**src/common/sar_pkg.sv**
```systemverilog
// Package with constants and types shared by the converter readout block.
package sar_pkg;

  // ----------------------------------------------------------------
  // Widths
  // ----------------------------------------------------------------
  localparam int RESULT_W = 16;
  localparam int CODE_W = 18;
  localparam int CNT_W = 8;
  localparam int ADDR_W = 4;
  localparam int DATA_W = 32;

  // ----------------------------------------------------------------
  // Timing
  // ----------------------------------------------------------------
  localparam int CLK_PERIOD_NS = 100;
  localparam int SAFE_FAST_NS = 190;
  localparam int SAFE_NORMAL_NS = 290;
  localparam int CONV_TIME_NS = 700;
  // A longest time rounds down, but never below one cycle.
  localparam int SAFE_FAST_RAW = SAFE_FAST_NS / CLK_PERIOD_NS;
  localparam int SAFE_NORMAL_RAW = SAFE_NORMAL_NS / CLK_PERIOD_NS;
  localparam logic [7:0] SAFE_FAST_CYC = 8'((SAFE_FAST_RAW < 1) ? 1 : SAFE_FAST_RAW);
  localparam logic [7:0] SAFE_NORMAL_CYC = 8'((SAFE_NORMAL_RAW < 1) ? 1 : SAFE_NORMAL_RAW);
  // The conversion time is a least time and rounds up.
  localparam logic [7:0] CONV_CYC = 8'((CONV_TIME_NS + CLK_PERIOD_NS - 1) / CLK_PERIOD_NS);
  localparam logic [4:0] WORD_BITS = 5'h10;
  localparam logic [4:0] ONE_BIT = 5'h01;

  // ----------------------------------------------------------------
  // Register map and fields
  // ----------------------------------------------------------------
  localparam logic [3:0] REG_CONFIG = 4'h0;
  localparam logic [3:0] REG_STATUS = 4'h4;
  localparam logic [3:0] REG_RESULT = 4'h8;
  localparam int CFG_FOUR_WIRE = 0;
  localparam int CFG_LEN_LSB = 8;
  localparam int ST_LATE = 0;
  localparam int ST_INVALID = 1;
  localparam int ST_CONV = 2;
  localparam int ST_CHAIN = 3;
  localparam int ST_READING = 4;
  localparam int ST_REF_ON = 5;
  localparam int ST_POWER = 6;
  localparam logic [RESULT_W-1:0] RESULT_MAX = 16'hFFFF;
  localparam logic [RESULT_W-1:0] RESULT_MIN = 16'h0000;

  // ----------------------------------------------------------------
  // Synchroniser lanes for the pins
  // ----------------------------------------------------------------
  localparam int PIN_N = 5;
  localparam int PIN_START = 0;
  localparam int PIN_DIN = 1;
  localparam int PIN_SCK = 2;
  localparam int PIN_FAST = 3;
  localparam int PIN_REFOFF = 4;

  // ----------------------------------------------------------------
  // States
  // ----------------------------------------------------------------
  typedef enum logic [1:0] {CV_ACQ = 2'b00, CV_CONV = 2'b01} sar_conv_st_t;
  typedef enum logic [1:0] {RD_IDLE = 2'b00, RD_START = 2'b01, RD_SHIFT = 2'b11} sar_rd_st_t;

endpackage

```
**src/hdl/sar_sync.sv**
```systemverilog
// Two flip-flop synchroniser for a group of asynchronous pins.
module sar_sync #(
  parameter int W = 1
) (
  // Clock and reset.
  input wire logic clk_sys,
  input wire logic rst,
  // Pins in, synchronised levels out.
  input wire logic [W-1:0] pin_async,
  output logic [W-1:0] pin_sync
);

  // ----------------------------------------------------------------
  // One pair of flip-flops per lane
  // ----------------------------------------------------------------
  genvar i;
  generate
    for (i = 0; i < W; i++)
    begin : g_lane
      logic meta_reg;
      logic sync_reg;
      // The first stage feeds only the second stage.
      always_ff @(posedge clk_sys)
      begin
        if (rst)
        begin
          meta_reg <= 1'b0;
          sync_reg <= 1'b0;
        end
        else
        begin
          meta_reg <= pin_async[i];
          sync_reg <= meta_reg;
        end
      end
      assign pin_sync[i] = sync_reg;
    end
  endgenerate

endmodule

```
**src/hdl/sar_readout.sv**
```systemverilog
// Readout sequencer and interface control of a 16-bit converter.
//
// Decided for this implementation: the address-and-strobe port and the placing of the registers.
module sar_readout #(
  parameter logic [7:0] CONV_LEN = sar_pkg::CONV_CYC
) (
  // Clock and reset.
  input wire logic clk_sys,
  input wire logic rst,
  // Pins from the host.
  input wire logic conversion_start,
  input wire logic serial_data_in,
  input wire logic serial_clock,
  input wire logic fast_mode_select,
  input wire logic reference_powerdown,
  // Serial output pin.
  output logic serial_data_out,
  output logic serial_data_out_oe,
  // Raw signed code from the approximation core.
  input wire logic [sar_pkg::CODE_W-1:0] conv_code_in,
  // Analog control outputs.
  output logic reference_enable,
  output logic core_power_on,
  output logic converting,
  // Register port.
  input wire logic [sar_pkg::ADDR_W-1:0] reg_addr,
  input wire logic [sar_pkg::DATA_W-1:0] reg_wdata,
  input wire logic reg_wr,
  input wire logic reg_rd,
  output logic [sar_pkg::DATA_W-1:0] reg_rdata
);

  // ----------------------------------------------------------------
  // Pin synchronisation and edge detection
  // ----------------------------------------------------------------
  logic [sar_pkg::PIN_N-1:0] pins_s;
  logic [sar_pkg::PIN_N-1:0] pins_d_reg;
  logic start_s, din_s, sck_s, fast_s, refoff_s, start_d, din_d, sck_d, fast_d;

  sar_sync #(.W(sar_pkg::PIN_N)) u_sync (
    .clk_sys(clk_sys),
    .rst(rst),
    .pin_async({reference_powerdown, fast_mode_select, serial_clock, serial_data_in,
                conversion_start}),
    .pin_sync(pins_s)
  );

  // Delayed copies of the synchronised pins give edges and pre-edge levels.
  always_ff @(posedge clk_sys)
  begin
    if (rst)
      pins_d_reg <= '0;
    else
      pins_d_reg <= pins_s;
  end

  assign start_s = pins_s[sar_pkg::PIN_START];
  assign din_s = pins_s[sar_pkg::PIN_DIN];
  assign sck_s = pins_s[sar_pkg::PIN_SCK];
  assign fast_s = pins_s[sar_pkg::PIN_FAST];
  assign refoff_s = pins_s[sar_pkg::PIN_REFOFF];
  assign start_d = pins_d_reg[sar_pkg::PIN_START];
  assign din_d = pins_d_reg[sar_pkg::PIN_DIN];
  assign sck_d = pins_d_reg[sar_pkg::PIN_SCK];
  assign fast_d = pins_d_reg[sar_pkg::PIN_FAST];

  // ----------------------------------------------------------------
  // State
  // ----------------------------------------------------------------
  sar_pkg::sar_conv_st_t cv_reg, cv_next;
  sar_pkg::sar_rd_st_t rd_reg, rd_next;
  logic [7:0] cnt_reg, cnt_next;
  logic cs_mode_reg, cs_mode_next;
  logic [sar_pkg::RESULT_W-1:0] result_reg, result_next;
  logic [sar_pkg::RESULT_W-1:0] shift_reg, shift_next;
  logic [4:0] bits_reg, bits_next;
  logic dout_reg, dout_next, oe_reg, oe_next, sel_d_reg;
  logic late_reg, late_next, pend_inv_reg, pend_inv_next, invalid_reg, invalid_next;
  logic four_wire_reg, four_wire_next;
  logic [7:0] len_reg, len_next;
  logic ref_reg, power_reg, power_next, conv_out_reg;
  logic [sar_pkg::DATA_W-1:0] rdata_reg, rdata_next;
  logic start_rise, sck_fall, fast_rise, conv_start, conv_done, select, sel_rise, busy_cond;
  logic [7:0] safe_cyc;
  logic [sar_pkg::RESULT_W-1:0] sat_code;

  // Qualified events.
  assign start_rise = start_s && !start_d;
  assign sck_fall = sck_d && !sck_s;
  assign fast_rise = fast_s && !fast_d;
  assign conv_start = start_rise && (cv_reg == sar_pkg::CV_ACQ);
  assign conv_done = (cv_reg == sar_pkg::CV_CONV) &&
                     ({1'b0, cnt_reg} + 9'h001 >= {1'b0, len_reg});
  // Read select: start line low, plus data-in low in four-wire use.
  assign select = !start_s && (!four_wire_reg || !din_s);
  assign sel_rise = select && !sel_d_reg;
  assign busy_cond = cs_mode_reg && !fast_s && (!start_s || !din_s) && select;
  assign safe_cyc = fast_s ? sar_pkg::SAFE_FAST_CYC : sar_pkg::SAFE_NORMAL_CYC;
  // Straight binary with clamping of out-of-range codes.
  assign sat_code = conv_code_in[sar_pkg::CODE_W-1] ? sar_pkg::RESULT_MIN :
                    conv_code_in[sar_pkg::CODE_W-2] ? sar_pkg::RESULT_MAX :
                    conv_code_in[sar_pkg::RESULT_W-1:0];

  // ----------------------------------------------------------------
  // Conversion sequencing, mode capture and result holding
  // ----------------------------------------------------------------
  always_comb
  begin
    cv_next = cv_reg;
    cnt_next = cnt_reg;
    cs_mode_next = cs_mode_reg;
    result_next = result_reg;
    pend_inv_next = pend_inv_reg || fast_rise;
    invalid_next = invalid_reg;
    case (cv_reg)
      sar_pkg::CV_ACQ:
      begin
        if (conv_start)
        begin
          cv_next = sar_pkg::CV_CONV;
          cnt_next = 8'h00;
          // Outside fast mode, the data-in level from before the edge decides, so a tied line gives chain.
          cs_mode_next = din_d || fast_s;
        end
      end
      sar_pkg::CV_CONV:
      begin
        // The start line is not looked at until the count expires.
        cnt_next = cnt_reg + 8'h01;
        if (conv_done)
        begin
          cv_next = sar_pkg::CV_ACQ;
          result_next = sat_code;
          invalid_next = pend_inv_reg;
          pend_inv_next = fast_rise;
        end
      end
      default:
        cv_next = sar_pkg::CV_ACQ;
    endcase
  end

  always_ff @(posedge clk_sys)
  begin
    if (rst)
    begin
      cv_reg <= sar_pkg::CV_ACQ;
      cnt_reg <= 8'h00;
      cs_mode_reg <= 1'b1;
      result_reg <= sar_pkg::RESULT_MIN;
      pend_inv_reg <= 1'b0;
      invalid_reg <= 1'b0;
    end
    else
    begin
      cv_reg <= cv_next;
      cnt_reg <= cnt_next;
      cs_mode_reg <= cs_mode_next;
      result_reg <= result_next;
      pend_inv_reg <= pend_inv_next;
      invalid_reg <= invalid_next;
    end
  end

  // ----------------------------------------------------------------
  // Serial readout shifter
  // ----------------------------------------------------------------
  always_comb
  begin
    rd_next = rd_reg;
    shift_next = shift_reg;
    bits_next = bits_reg;
    dout_next = dout_reg;
    oe_next = oe_reg;
    case (rd_reg)
      sar_pkg::RD_IDLE:
      begin
        if (conv_done && busy_cond)
        begin
          // Output turns on with a low start bit ahead of the fresh result.
          rd_next = sar_pkg::RD_START;
          shift_next = sat_code;
          dout_next = 1'b0;
          oe_next = 1'b1;
        end
        else if (sel_rise)
        begin
          // Held result is the previous conversion's, in any phase.
          rd_next = sar_pkg::RD_SHIFT;
          shift_next = result_reg;
          bits_next = sar_pkg::WORD_BITS;
          dout_next = result_reg[sar_pkg::RESULT_W-1];
          oe_next = 1'b1;
        end
      end
      sar_pkg::RD_START:
      begin
        if (!select)
        begin
          rd_next = sar_pkg::RD_IDLE;
          oe_next = 1'b0;
        end
        else if (sck_fall)
        begin
          rd_next = sar_pkg::RD_SHIFT;
          bits_next = sar_pkg::WORD_BITS;
          dout_next = shift_reg[sar_pkg::RESULT_W-1];
        end
      end
      sar_pkg::RD_SHIFT:
      begin
        if (!select)
        begin
          // Deselect, including start line going high, releases at once.
          rd_next = sar_pkg::RD_IDLE;
          oe_next = 1'b0;
        end
        else if (sck_fall)
        begin
          if (bits_reg == sar_pkg::ONE_BIT)
          begin
            rd_next = sar_pkg::RD_IDLE;
            oe_next = 1'b0;
          end
          else
          begin
            // In chain mode data-in fills the vacated low bit.
            shift_next = {shift_reg[sar_pkg::RESULT_W-2:0], !cs_mode_reg && din_s};
            dout_next = shift_reg[sar_pkg::RESULT_W-2];
            bits_next = bits_reg - sar_pkg::ONE_BIT;
          end
        end
      end
      default:
      begin
        rd_next = sar_pkg::RD_IDLE;
        oe_next = 1'b0;
      end
    endcase
  end

  always_ff @(posedge clk_sys)
  begin
    if (rst)
    begin
      rd_reg <= sar_pkg::RD_IDLE;
      shift_reg <= sar_pkg::RESULT_MIN;
      bits_reg <= 5'h00;
      dout_reg <= 1'b0;
      oe_reg <= 1'b0;
      sel_d_reg <= 1'b1; // Idle select level, so no read starts on reset release.
    end
    else
    begin
      rd_reg <= rd_next;
      shift_reg <= shift_next;
      bits_reg <= bits_next;
      dout_reg <= dout_next;
      oe_reg <= oe_next;
      sel_d_reg <= select;
    end
  end

  // ----------------------------------------------------------------
  // Registers, late-activity flag and analog controls
  // ----------------------------------------------------------------
  always_comb
  begin
    four_wire_next = four_wire_reg;
    len_next = len_reg;
    late_next = late_reg;
    rdata_next = '0;
    if (reg_wr && reg_addr == sar_pkg::REG_CONFIG)
    begin
      four_wire_next = reg_wdata[sar_pkg::CFG_FOUR_WIRE];
      len_next = reg_wdata[sar_pkg::CFG_LEN_LSB +: 8];
    end
    // Writing one clears; a clock edge in the same cycle still sets.
    if (reg_wr && reg_addr == sar_pkg::REG_STATUS && reg_wdata[sar_pkg::ST_LATE])
      late_next = 1'b0;
    if (sck_fall && cv_reg == sar_pkg::CV_CONV && cnt_reg >= safe_cyc)
      late_next = 1'b1;
    if (reg_rd)
    begin
      case (reg_addr)
        sar_pkg::REG_CONFIG:
        begin
          rdata_next[sar_pkg::CFG_FOUR_WIRE] = four_wire_reg;
          rdata_next[sar_pkg::CFG_LEN_LSB +: 8] = len_reg;
        end
        sar_pkg::REG_STATUS:
        begin
          rdata_next[sar_pkg::ST_LATE] = late_reg;
          rdata_next[sar_pkg::ST_INVALID] = invalid_reg;
          rdata_next[sar_pkg::ST_CONV] = cv_reg == sar_pkg::CV_CONV;
          rdata_next[sar_pkg::ST_CHAIN] = !cs_mode_reg;
          rdata_next[sar_pkg::ST_READING] = oe_reg;
          rdata_next[sar_pkg::ST_REF_ON] = ref_reg;
          rdata_next[sar_pkg::ST_POWER] = power_reg;
        end
        sar_pkg::REG_RESULT:
          rdata_next[sar_pkg::RESULT_W-1:0] = result_reg;
        default:
          rdata_next = '0;
      endcase
    end
    // Core stays up in fast mode, otherwise only while converting.
    power_next = (cv_next == sar_pkg::CV_CONV) || fast_s;
  end

  always_ff @(posedge clk_sys)
  begin
    if (rst)
    begin
      four_wire_reg <= 1'b0;
      len_reg <= CONV_LEN;
      late_reg <= 1'b0;
      rdata_reg <= '0;
      ref_reg <= 1'b0;
      power_reg <= 1'b0;
      conv_out_reg <= 1'b0;
    end
    else
    begin
      four_wire_reg <= four_wire_next;
      len_reg <= len_next;
      late_reg <= late_next;
      rdata_reg <= rdata_next;
      ref_reg <= !refoff_s;
      power_reg <= power_next;
      conv_out_reg <= cv_next == sar_pkg::CV_CONV;
    end
  end

  assign serial_data_out = dout_reg;
  assign serial_data_out_oe = oe_reg;
  assign reference_enable = ref_reg;
  assign core_power_on = power_reg;
  assign converting = conv_out_reg;
  assign reg_rdata = rdata_reg;
endmodule

```
**config.mk**
```make
export PLATFORM = sky130hd
export DESIGN_NAME = sar_readout
export DESIGN_NICKNAME = d
export VERILOG_FILES = /design/src/common/sar_pkg.sv /design/src/hdl/sar_sync.sv /design/src/hdl/sar_readout.sv
export SDC_FILE = /design/constraint.sdc
export NUM_CORES = 1
export LEC_CHECK = 0
export BUFFER_PORTS_ARGS = -buffer_cell sky130_fd_sc_hd__buf_2
export CAP_MARGIN = 20
export CORE_MARGIN = 2
export CORE_UTILIZATION = 54
export CTS_CLUSTER_DIAMETER = 30
export DETAILED_ROUTE_END_ITERATION = 10
export PLACE_DENSITY = 0.79
export SYNTH_ARGS = -nofsm -noshare
export SYNTH_HDL_FRONTEND = slang
export SYNTH_SLANG_ARGS = --single-unit
export TNS_END_PERCENT = 10
```
**constraint.sdc**
```tcl
create_clock -name clk_sys -period 3.3 [get_ports clk_sys]
set_input_delay 0.99 -clock clk_sys [delete_from_list [all_inputs] [get_ports clk_sys]]
set_output_delay 0.99 -clock clk_sys [all_outputs]
set_load 0.005 [all_outputs]
```
## Yosys cells after proc, flatten, opt, wreduce, memory -nomap -nowiden

Cells that the tools add are included.

| operators by class | value |
|---|---|
| $add $sub $neg | 3 |
| $mul | 0 |
| div/mod/pow operators | 0 |
| magnitude comparators | 2 |
| equality and inequality tests | 20 |
| shift operators | 0 |
| muxes and demuxes | 52 |
| bitwise logic cells | 2 |
| reductions and logical operators | 49 |

Operators with widths:

| operator | count |
|---|---|
| $mux 16 | 7 |
| $mux 5 | 7 |
| $pmux 16 s2 | 1 |
| $pmux 8 s2 | 2 |
| $mux 2 | 10 |
| $ne 2x2->1 const B | 9 |
| $logic_and 1x1->1 | 17 |
| $mux 1 | 17 |
| $pmux 5 s3 | 1 |
| $ne 3x3->1 const B | 4 |
| $pmux 6 s2 | 1 |
| $logic_not 1->1 | 10 |
| $add 8x1->9 const B | 1 |
| $ge 9x8->1 | 1 |
| $pmux 1 s3 | 3 |
| $add 8x1->8 const B | 1 |
| $ge 8x2->1 | 1 |
| $mux 8 | 1 |
| $reduce_and 4->1 | 2 |
| $reduce_and 8->1 | 1 |
| $reduce_and 7->1 | 1 |
| $eq 2x1->1 const B | 3 |
| $pmux 2 s3 | 1 |
| $reduce_and 2->1 | 3 |
| 15 further kinds | 23 |

| word-level totals | value |
|---|---|
| register bits | 114 |
| latch bits | 0 |
| RAM bits | 0 |
| memory bits (read-only) | 0 |
| input bits | 63 |
| output and inout port bits | 37 |
| word-level logic and storage cells | 160 |
| memories kept | 0 |

## Logic depth before layout (Yosys ltp)

Gate-level depths: netlist of run 1.

| logic depth | value |
|---|---|
| word-level depth | 7 |
| depth in mapped cells | 14 |
| gate-level depth less buffers | 11 |

## Hierarchy

A second synthesis of run 1 with hierarchy kept.

| unflattened totals | value |
|---|---|
| cells, all modules | 552 |
| area total of the unflattened synthesis | 4,598.2 um^2 |

By module, submodules not included:

| module | instances | cells an instance | area an instance (um^2) | sequential area each (um^2) |
|---|---|---|---|---|
| sar_readout | 1 | 527 | 4,297.9 | 1,761.7 |
| sar_sync | 1 | 25 | 300.3 | 200.2 |

## Worst setup path after synthesis of run 1

OpenSTA, ideal clock, no wires.

| timing | value |
|---|---|
| path type | reg2reg |
| start | register cnt_reg[0] |
| end | register bits_reg[1] |
| library setup time | 0.121 ns |
| arrival time | 2.737 ns |
| data required time | 3.179 ns |
| setup slack | 0.443 ns |
| stages on the path, launching flop included | 12 |
| buffers on the path | 0 |
| path through | dfxtp_1 -> ha_1 -> and4_1 -> nand2_1 -> xnor2_1 -> ha_1 -> and3_1 -> a221oi_2 -> o211ai_2 -> nand2_1 -> a41o_1 -> mux2_2 |

| on the way | value |
|---|---|
| cells in the longest elaborated chain, start to end | 6 |

RTL lines:

| item | RTL line | source |
|---|---|---|
| from (decl) | sar_readout.sv:72 | `logic [7:0] cnt_reg, cnt_next;` |
| from (signal assigned) | sar_readout.sv:157 | `cnt_reg <= cnt_next;` |
| $add 8x1->9 | sar_readout.sv:93 | `({1'b0, cnt_reg} + 9'h001 >= {1'b0, len_reg});` |
| $ge 9x8->1 | sar_readout.sv:93 |  |
| $logic_and 1x1->1 | sar_readout.sv:92 | `assign conv_done = (cv_reg == sar_pkg::CV_CONV) &&` |
| $logic_and 1x1->1 | sar_readout.sv:178 | `if (conv_done && busy_cond)` |
| $ne 2x2->1 (no line) | n/a |  |
| $reduce_and 8->1 (no line) | n/a |  |
| to (signal assigned) | sar_readout.sv:257 | `bits_reg <= bits_next;` |
| to (decl) | sar_readout.sv:76 | `logic [4:0] bits_reg, bits_next;` |

No other way between the ends.
A chain may end at the register's enable or synchronous reset.

## Final worst setup path of run 1

| timing | value |
|---|---|
| start | register cnt_reg[1] |
| end | register bits_reg[1] |

Same word-level chain as after synthesis.

==> out/qor.yml, run 1 <==
power_and_ir_drop:
  p_total_mw: 2.273
  p_leak_nw: 2.160
  power_density_nw_per_um2: 438.3
  peakVddDrop_v: 0.0002303
floorplanning:
  fp.dieH_um: 96.14
  start_util_pct: 55.79
  die_w_um: 96.14
  rows: 33
  die_area_um2: 9243
  ios: 100
  core_um2: 8217
hold_path:
  hold_class: "reg2reg"
  hold_path_startpoint: "u_sync.g_lane[4].sync_reg"
  whs_endpoint: "reference_enable"
  whs_path_depth: 1
timing:
  min_period_ns: 3.064
  tns_ns: 0
  final_max_slew_viol_count: 0
  relSlewSlack_pct: 47.44
  hold_viol: 0
  clock_skew_ns: 0.008749
  finalSetupViolations: 0
  post-route-period-util_pct: 92.84
  rsz0062_at_grt: "false"
  max_clock_freq_ghz: 0.3264
  tightest_slew_ns: 0.7867
clocking:
  h-tree-depth: 3
  cts_repair_resize_count: 1
  cts_sinks: 98
  cts_tree: "yes"
  insertion_delay_ns: 0.36
  clkTransAtPathRegs_ns: 0.09
  post-cts-setup-buffers: 0
  cts_buffers: 9
  cts_hold_buffers: 0
  clockRootBuffer: "clkbuf_8"
  clock_tree.buffer_depth: 2
global_routing:
  grt_max_degree: 23
  track_usage_pct: 24.39
  first_global_vias: 3707
  grt.overflow.total: 0
  antenna_found_initial: 0
  grt_first_pass_wirelength_mm: 17.48
critical_path:
  cp_slowest_cell: "dfxtp_1"
  r2r-start: "cnt_reg[1]"
  regToRegSetupSlack_ns: 0.24
  r2r_cells: 11
  critPathMaxFanout: 6
  crit_type: "reg2reg"
  critPathMaxStageDelay_ns: 0.41
  crit_arrival_ns: 3.31
  cp_cell_sequence: "and3_1, nand3_1, nor2_1, xor2_1, ha_1, and3_1, a221oi_2, o211ai_2, nand2_1, a41o_1, mux2_2"
  cp_common_cell: "and3_1"
  crit_buf_inv: 0
  end_kind: "register"
  timing.rr.end: "bits_reg[1]"
  cp_data_required_time_ns: 3.55
  cpLargestDelayFamily: "simple AND/OR/NAND/NOR gates"
  worst_setup_path_start_kind: "register"
finish:
  fin_nets: 690
  diodes: 0
  fillCellCount: 717
  final_cells: 724
  area_growth_pct: 13.16
  drive_gt1_share_pct: 18.58
  multi_input_area_um2: 2369
  seq_area_um2: 1963
route:
  vias: 4138
  via_per_inst: 5.715
  dr.first_iter.drc_count: 216
  wirelength_mm: 11.05
  wl_per_cell_um: 15.27
  first_pass_iters: 5
  route.detailed.drc: 0
  ant_nets: 0
placement:
  dp_hpwl_mm: 7.952
  gp_congestion: 0.9123
  numPortBuffers: 60
  placedCellCount: 708
logic_synthesis:
  synth_flop_cell: "dfxtp_1"
  yosys.area.top_type: "dfxtp_1"
  async_flop_share_pct: 0
  synth_top_area_share_pct: 42.79
  yosys_register_bits: 98
  synth_cells: 558
  synth.area.top_cells: "dfxtp_1 (43%), nor2_1 (8.2%), nand2_1 (6.1%)"
  ys_seq_area_share_pct: 42.79
  synth-edff-count: 0
  syn_area_per_cell_um2: 8.216
  yosys_warnings: 0
  synth_cell_type_count: 57
  syn_area_um2: 4584
status:
  status: "finished clean"
run:
  drv_cap: 0
area by class of cell:
class / count / share of cell area [%]
clock buffer: 11 / 2.918
clock inverter: 5 / 1.158
inverter: 16 / 1.158
multi-input combinational: 412 / 45.66
sequential: 98 / 37.84
tap: 105 / 2.533
timing repair buffer: 77 / 8.731
synth_stat cells (2+ instances only):
cell      count
nor2_1      100
dfxtp_1      98
nand2_1      75
a21oi_1      45
clkbuf_1     22
nor3_1       21
buf_4        18
inv_1        16
nor2b_1      16
a22oi_1      15
ha_1         13
o21ai_0      11
o41ai_2       9
nand3_1       8
a21o_1        6
buf_2         6
nand2b_1      5
o41ai_1       5
and2_1        4
nand3b_1      4
o31ai_1       4
or3_1         4
xnor2_1       4
a211o_1       3
a211oi_1      3
and3_1        3
nor4b_1       3
o21a_1        3
a311oi_1      2
nor4_1        2
nor4_4        2
o211ai_1      2
xor2_1        2
where the power goes:
group	internal, mW	switching [mW]	leakage [nW]	total [mW]
clock network	0.396	0.419	0.106	0.815
logic	0.0854	0.135	1.26	0.221
registers	1.21	0.0289	0.794	1.24
cells by family (layout without fill, tap and decap cells):
group           count (synthesis)  after routing  share of synthesized area [%]
buf+inv                        64            109                          7.041
fa+ha+maj                      13             13                          3.548
xor+xnor                        6              6                          1.146
compound gates                120            120                          19.24
flops                          98             98                          42.79
other cells                     1             17                        0.08180
mux                             1              1                         0.2456
simple gates                  255            255                          25.90
through the flow:
step / setup slack [ns] / utilization (%) / hold WS [ns] / area (µm²)
CTS: 0.1697 / 63.12 / 0.3938 / 5186
global route: 0.03728 / 63.13 / 0.4189 / 5187
detailed placement: 0.02567 / 60.51 / 0.3721 / 4972
finish: 0.2364 / 63.13 / 0.3892 / 5187
global placement: 0.1048 / 60.51 / 0.3636 / 4972
floorplan: 0.4426 / - / 0.3627 / 4644
cell usage in the layout (no fill, tap or decap), types with 5 or more instances in the layout:
master / count
nor3_1: 21
conb_1: 17
nand3_1: 8
clkbuf_8: 11
o41ai_1: 5
nand2_1: 75
dfxtp_1: 97
buf_2: 60
inv_1: 16
buf_4: 15
nor2b_1: 16
o41ai_2: 9
o21ai_0: 11
ha_1: 13
nand2b_1: 5
a22oi_1: 15
a21o_1: 6
a21oi_1: 45
nor2_1: 99
worst max-delay path by stage:
stage / cells past startpoint / endpoint / startpoint
2_1_floorplan: 11 / bits_reg[1] / cnt_reg[0]
3_3_place_gp: 11 / invalid_reg / cnt_reg[0]
3_5_place_dp: 11 / result_reg[14] / cnt_reg[0]
4_1_cts: 11 / bits_reg[1] / cnt_reg[0]
5_1_grt: 11 / bits_reg[1] / cnt_reg[1]
6_report: 11 / bits_reg[1] / cnt_reg[1]
layer usage:
| layer | up-vias | wire (µm) | track usage, % |
|---|---|---|---|
| li1 | 2007 | - | - |
| met2 | 147 | 5448 | 42.82 |
| met3 | 16 | 716 | 5.168 |
| met1 | 1968 | 4739 | 30.17 |
| met4 | 0 | 147 | 6.429 |
| met5 | - | 0 | 0 |
Power figures use the tool's default switching activity.
==> run 2, diff against run 1 <==
--- a/config.mk
+++ b/config.mk
@@ -7,11 +7,14 @@
 export LEC_CHECK = 0
 export BUFFER_PORTS_ARGS = -buffer_cell sky130_fd_sc_hd__buf_2
 export CAP_MARGIN = 20
+export CELL_PAD_IN_SITES_DETAIL_PLACEMENT = 1
+export CELL_PAD_IN_SITES_GLOBAL_PLACEMENT = 2
+export CORE_ASPECT_RATIO = 1.2
 export CORE_MARGIN = 2
-export CORE_UTILIZATION = 54
+export CORE_UTILIZATION = 31
 export CTS_CLUSTER_DIAMETER = 30
 export DETAILED_ROUTE_END_ITERATION = 10
-export PLACE_DENSITY = 0.79
+export PLACE_DENSITY_LB_ADDON = 0.1
 export SYNTH_ARGS = -nofsm -noshare
 export SYNTH_HDL_FRONTEND = slang
 export SYNTH_SLANG_ARGS = --single-unit
==> run 2 against run 1 <==
- combinational power is 5% higher
- critical endpoint is now shift_reg[12]
- total power up 8.8%
- cell area increased by 4.4%
- wire length up 26%
- sequential share of layout area fell by 1.6 points
- largest cell class unchanged
- flip-flop and latch count is the same
- critical path type unchanged
==> out/qor.yml, run 2 (synthesized netlist as in run 1, its figures left out) <==
global_routing:
  antenna_found_initial: 0
  track_usage_pct: 18.31
  grt_max_degree: 29
  grt_first_pass_wirelength_mm: 21.87
  first_global_vias: 4134
  grt.overflow.total: 0
finish:
  mostFrequentLayoutCells: "nor2_1 (100), dfxtp_1 (98), nand2_1 (75)"
  final_cells: 802
  area_growth_pct: 18.09
  diodes: 0
  final_util_pct: 37.56
  drive_gt1_share_pct: 19.46
  multi_input_area_um2: 2382
  fillCellCount: 1762
  final_common_cell: "nor2_1"
  seq_area_um2: 1962
  fin_nets: 699
critical_path:
  worst_setup_path_start_kind: "register"
  crit_buf_inv: 2
  cp_cell_sequence: "and3_1, nand3_1, nor2_1, xor2_1, ha_1, and3_1, a221oi_2, o211ai_4, buf_4, a31oi_2, buf_4, nand2_1, o41ai_1"
  critPathMaxStageDelay_ns: 0.43
  crit_arrival_ns: 3.31
  crit_type: "reg2reg"
  cp_data_required_time_ns: 3.54
  critPathMaxFanout: 16
  end_kind: "register"
  cpLargestDelayFamily: "simple AND/OR/NAND/NOR gates"
  cp_slowest_cell: "dfxtp_1"
timing:
  hold_viol: 0
  rsz0062_at_grt: "false"
  post-route-period-util_pct: 93.01
  relSlewSlack_pct: 51.51
  min_period_ns: 3.069
  clock_skew_ns: 0.006718
  final_max_slew_viol_count: 0
  finalSetupViolations: 0
  tns_ns: 0
  fin_ws_ns: 0.2306
  max_clock_freq_ghz: 0.3258
  tightest_slew_ns: 0.7274
route:
  wirelength_mm: 13.93
  route.detailed.drc: 0
  dr.first_iter.drc_count: 166
  vias: 4089
  wl_per_cell_um: 17.37
  first_pass_iters: 4
  via_per_inst: 5.099
  ant_nets: 0
clocking:
  clock_tree.buffer_depth: 2
  h-tree-depth: 3
  cts_sinks: 98
  clockRootBuffer: "clkbuf_16"
  cts_hold_buffers: 0
  cts_tree: "yes"
  insertion_delay_ns: 0.36
  cts_buffers: 9
  clkTransAtPathRegs_ns: 0.07
floorplanning:
  ios: 100
  fp.dieH_um: 137.2
  die_w_um: 115.0
  start_util_pct: 31.81
  rows: 48
  die_area_um2: 15780
  core_um2: 14410
status:
  status: "finished clean"
placement:
  numPortBuffers: 60
  dp_hpwl_mm: 10.12
  gp_congestion: 0.7950
  placedCellCount: 787
  detailedPlace.worstSlack_ns: 0.07035
power_and_ir_drop:
  power_density_nw_per_um2: 456.8
  p_leak_nw: 2.229
  peakVddDrop_v: 0.0001828
hold_path:
  hold_class: "reg2reg"
run:
  drv_cap: 0
run 2: cell count changes in the layout (fill, tap and decap cells not counted), sizes merged:
cell / delta
buf: +9
bufinv: -1
clkbuf: -1
clkinv: +1
clkinvlp: +1
inv: -1
run 2: worst paths after layout:
| path | from | endpoint | slack [ns] | cells after the start |
|---|---|---|---|---|
| hold reg to reg | u_sync.g_lane[4].sync_reg | reference_enable | 0.39 | 1 |
| setup reg to reg | cnt_reg[1] | shift_reg[12] | 0.23 | 13 |
| setup / recovery | cnt_reg[1] | shift_reg[12] | 0.23 | 13 |
| hold / removal | u_sync.g_lane[4].sync_reg | reference_enable | 0.39 | 1 |
run 2: metal layers:
| metal | global-route usage (%) | share of wire [%] |
|---|---|---|
| met1 | 22.35 | 46 |
| met2 | 31.96 | 50 |
| met3 | 3.652 | 2.8 |
| met4 | 6.426 | 1.6 |
| met5 | 0 | 0 |
run 2: metrics by stage:
step	hold slack, ns	total power [mW]	cell area (µm²)
6_report	0.3864	2.473	5414
5_1_grt	0.4073	2.584	5414
4_1_cts	0.3856	2.501	5398
3_5_place_dp	0.3755	1.497	5127
3_3_place_gp	0.3768	1.491	5127
2_1_floorplan	0.3627	1.423	4644
run 2: timing repair:
action                                  4_1_cts  5_1_grt
gates resized for setup                       0        4
buffers inserted                              0        0
endpoints found under the setup margin        0       15
run 2: cell type report:
class | instances | share of cell area, %
Tap cell | 175 | 4.044
Inverter | 16 | 1.109
Clock buffer | 10 | 4.229
Sequential cell | 98 | 36.24
Multi-Input combinational cell | 412 | 44.00
Timing Repair Buffer | 86 | 9.614
Clock inverter | 5 | 0.7627
run 2: power by group:
group	internal (mW)	switching (mW)
combinational	0.0864	0.145
clock	0.513	0.491
sequential	1.21	0.0282
total	1.81	0.665
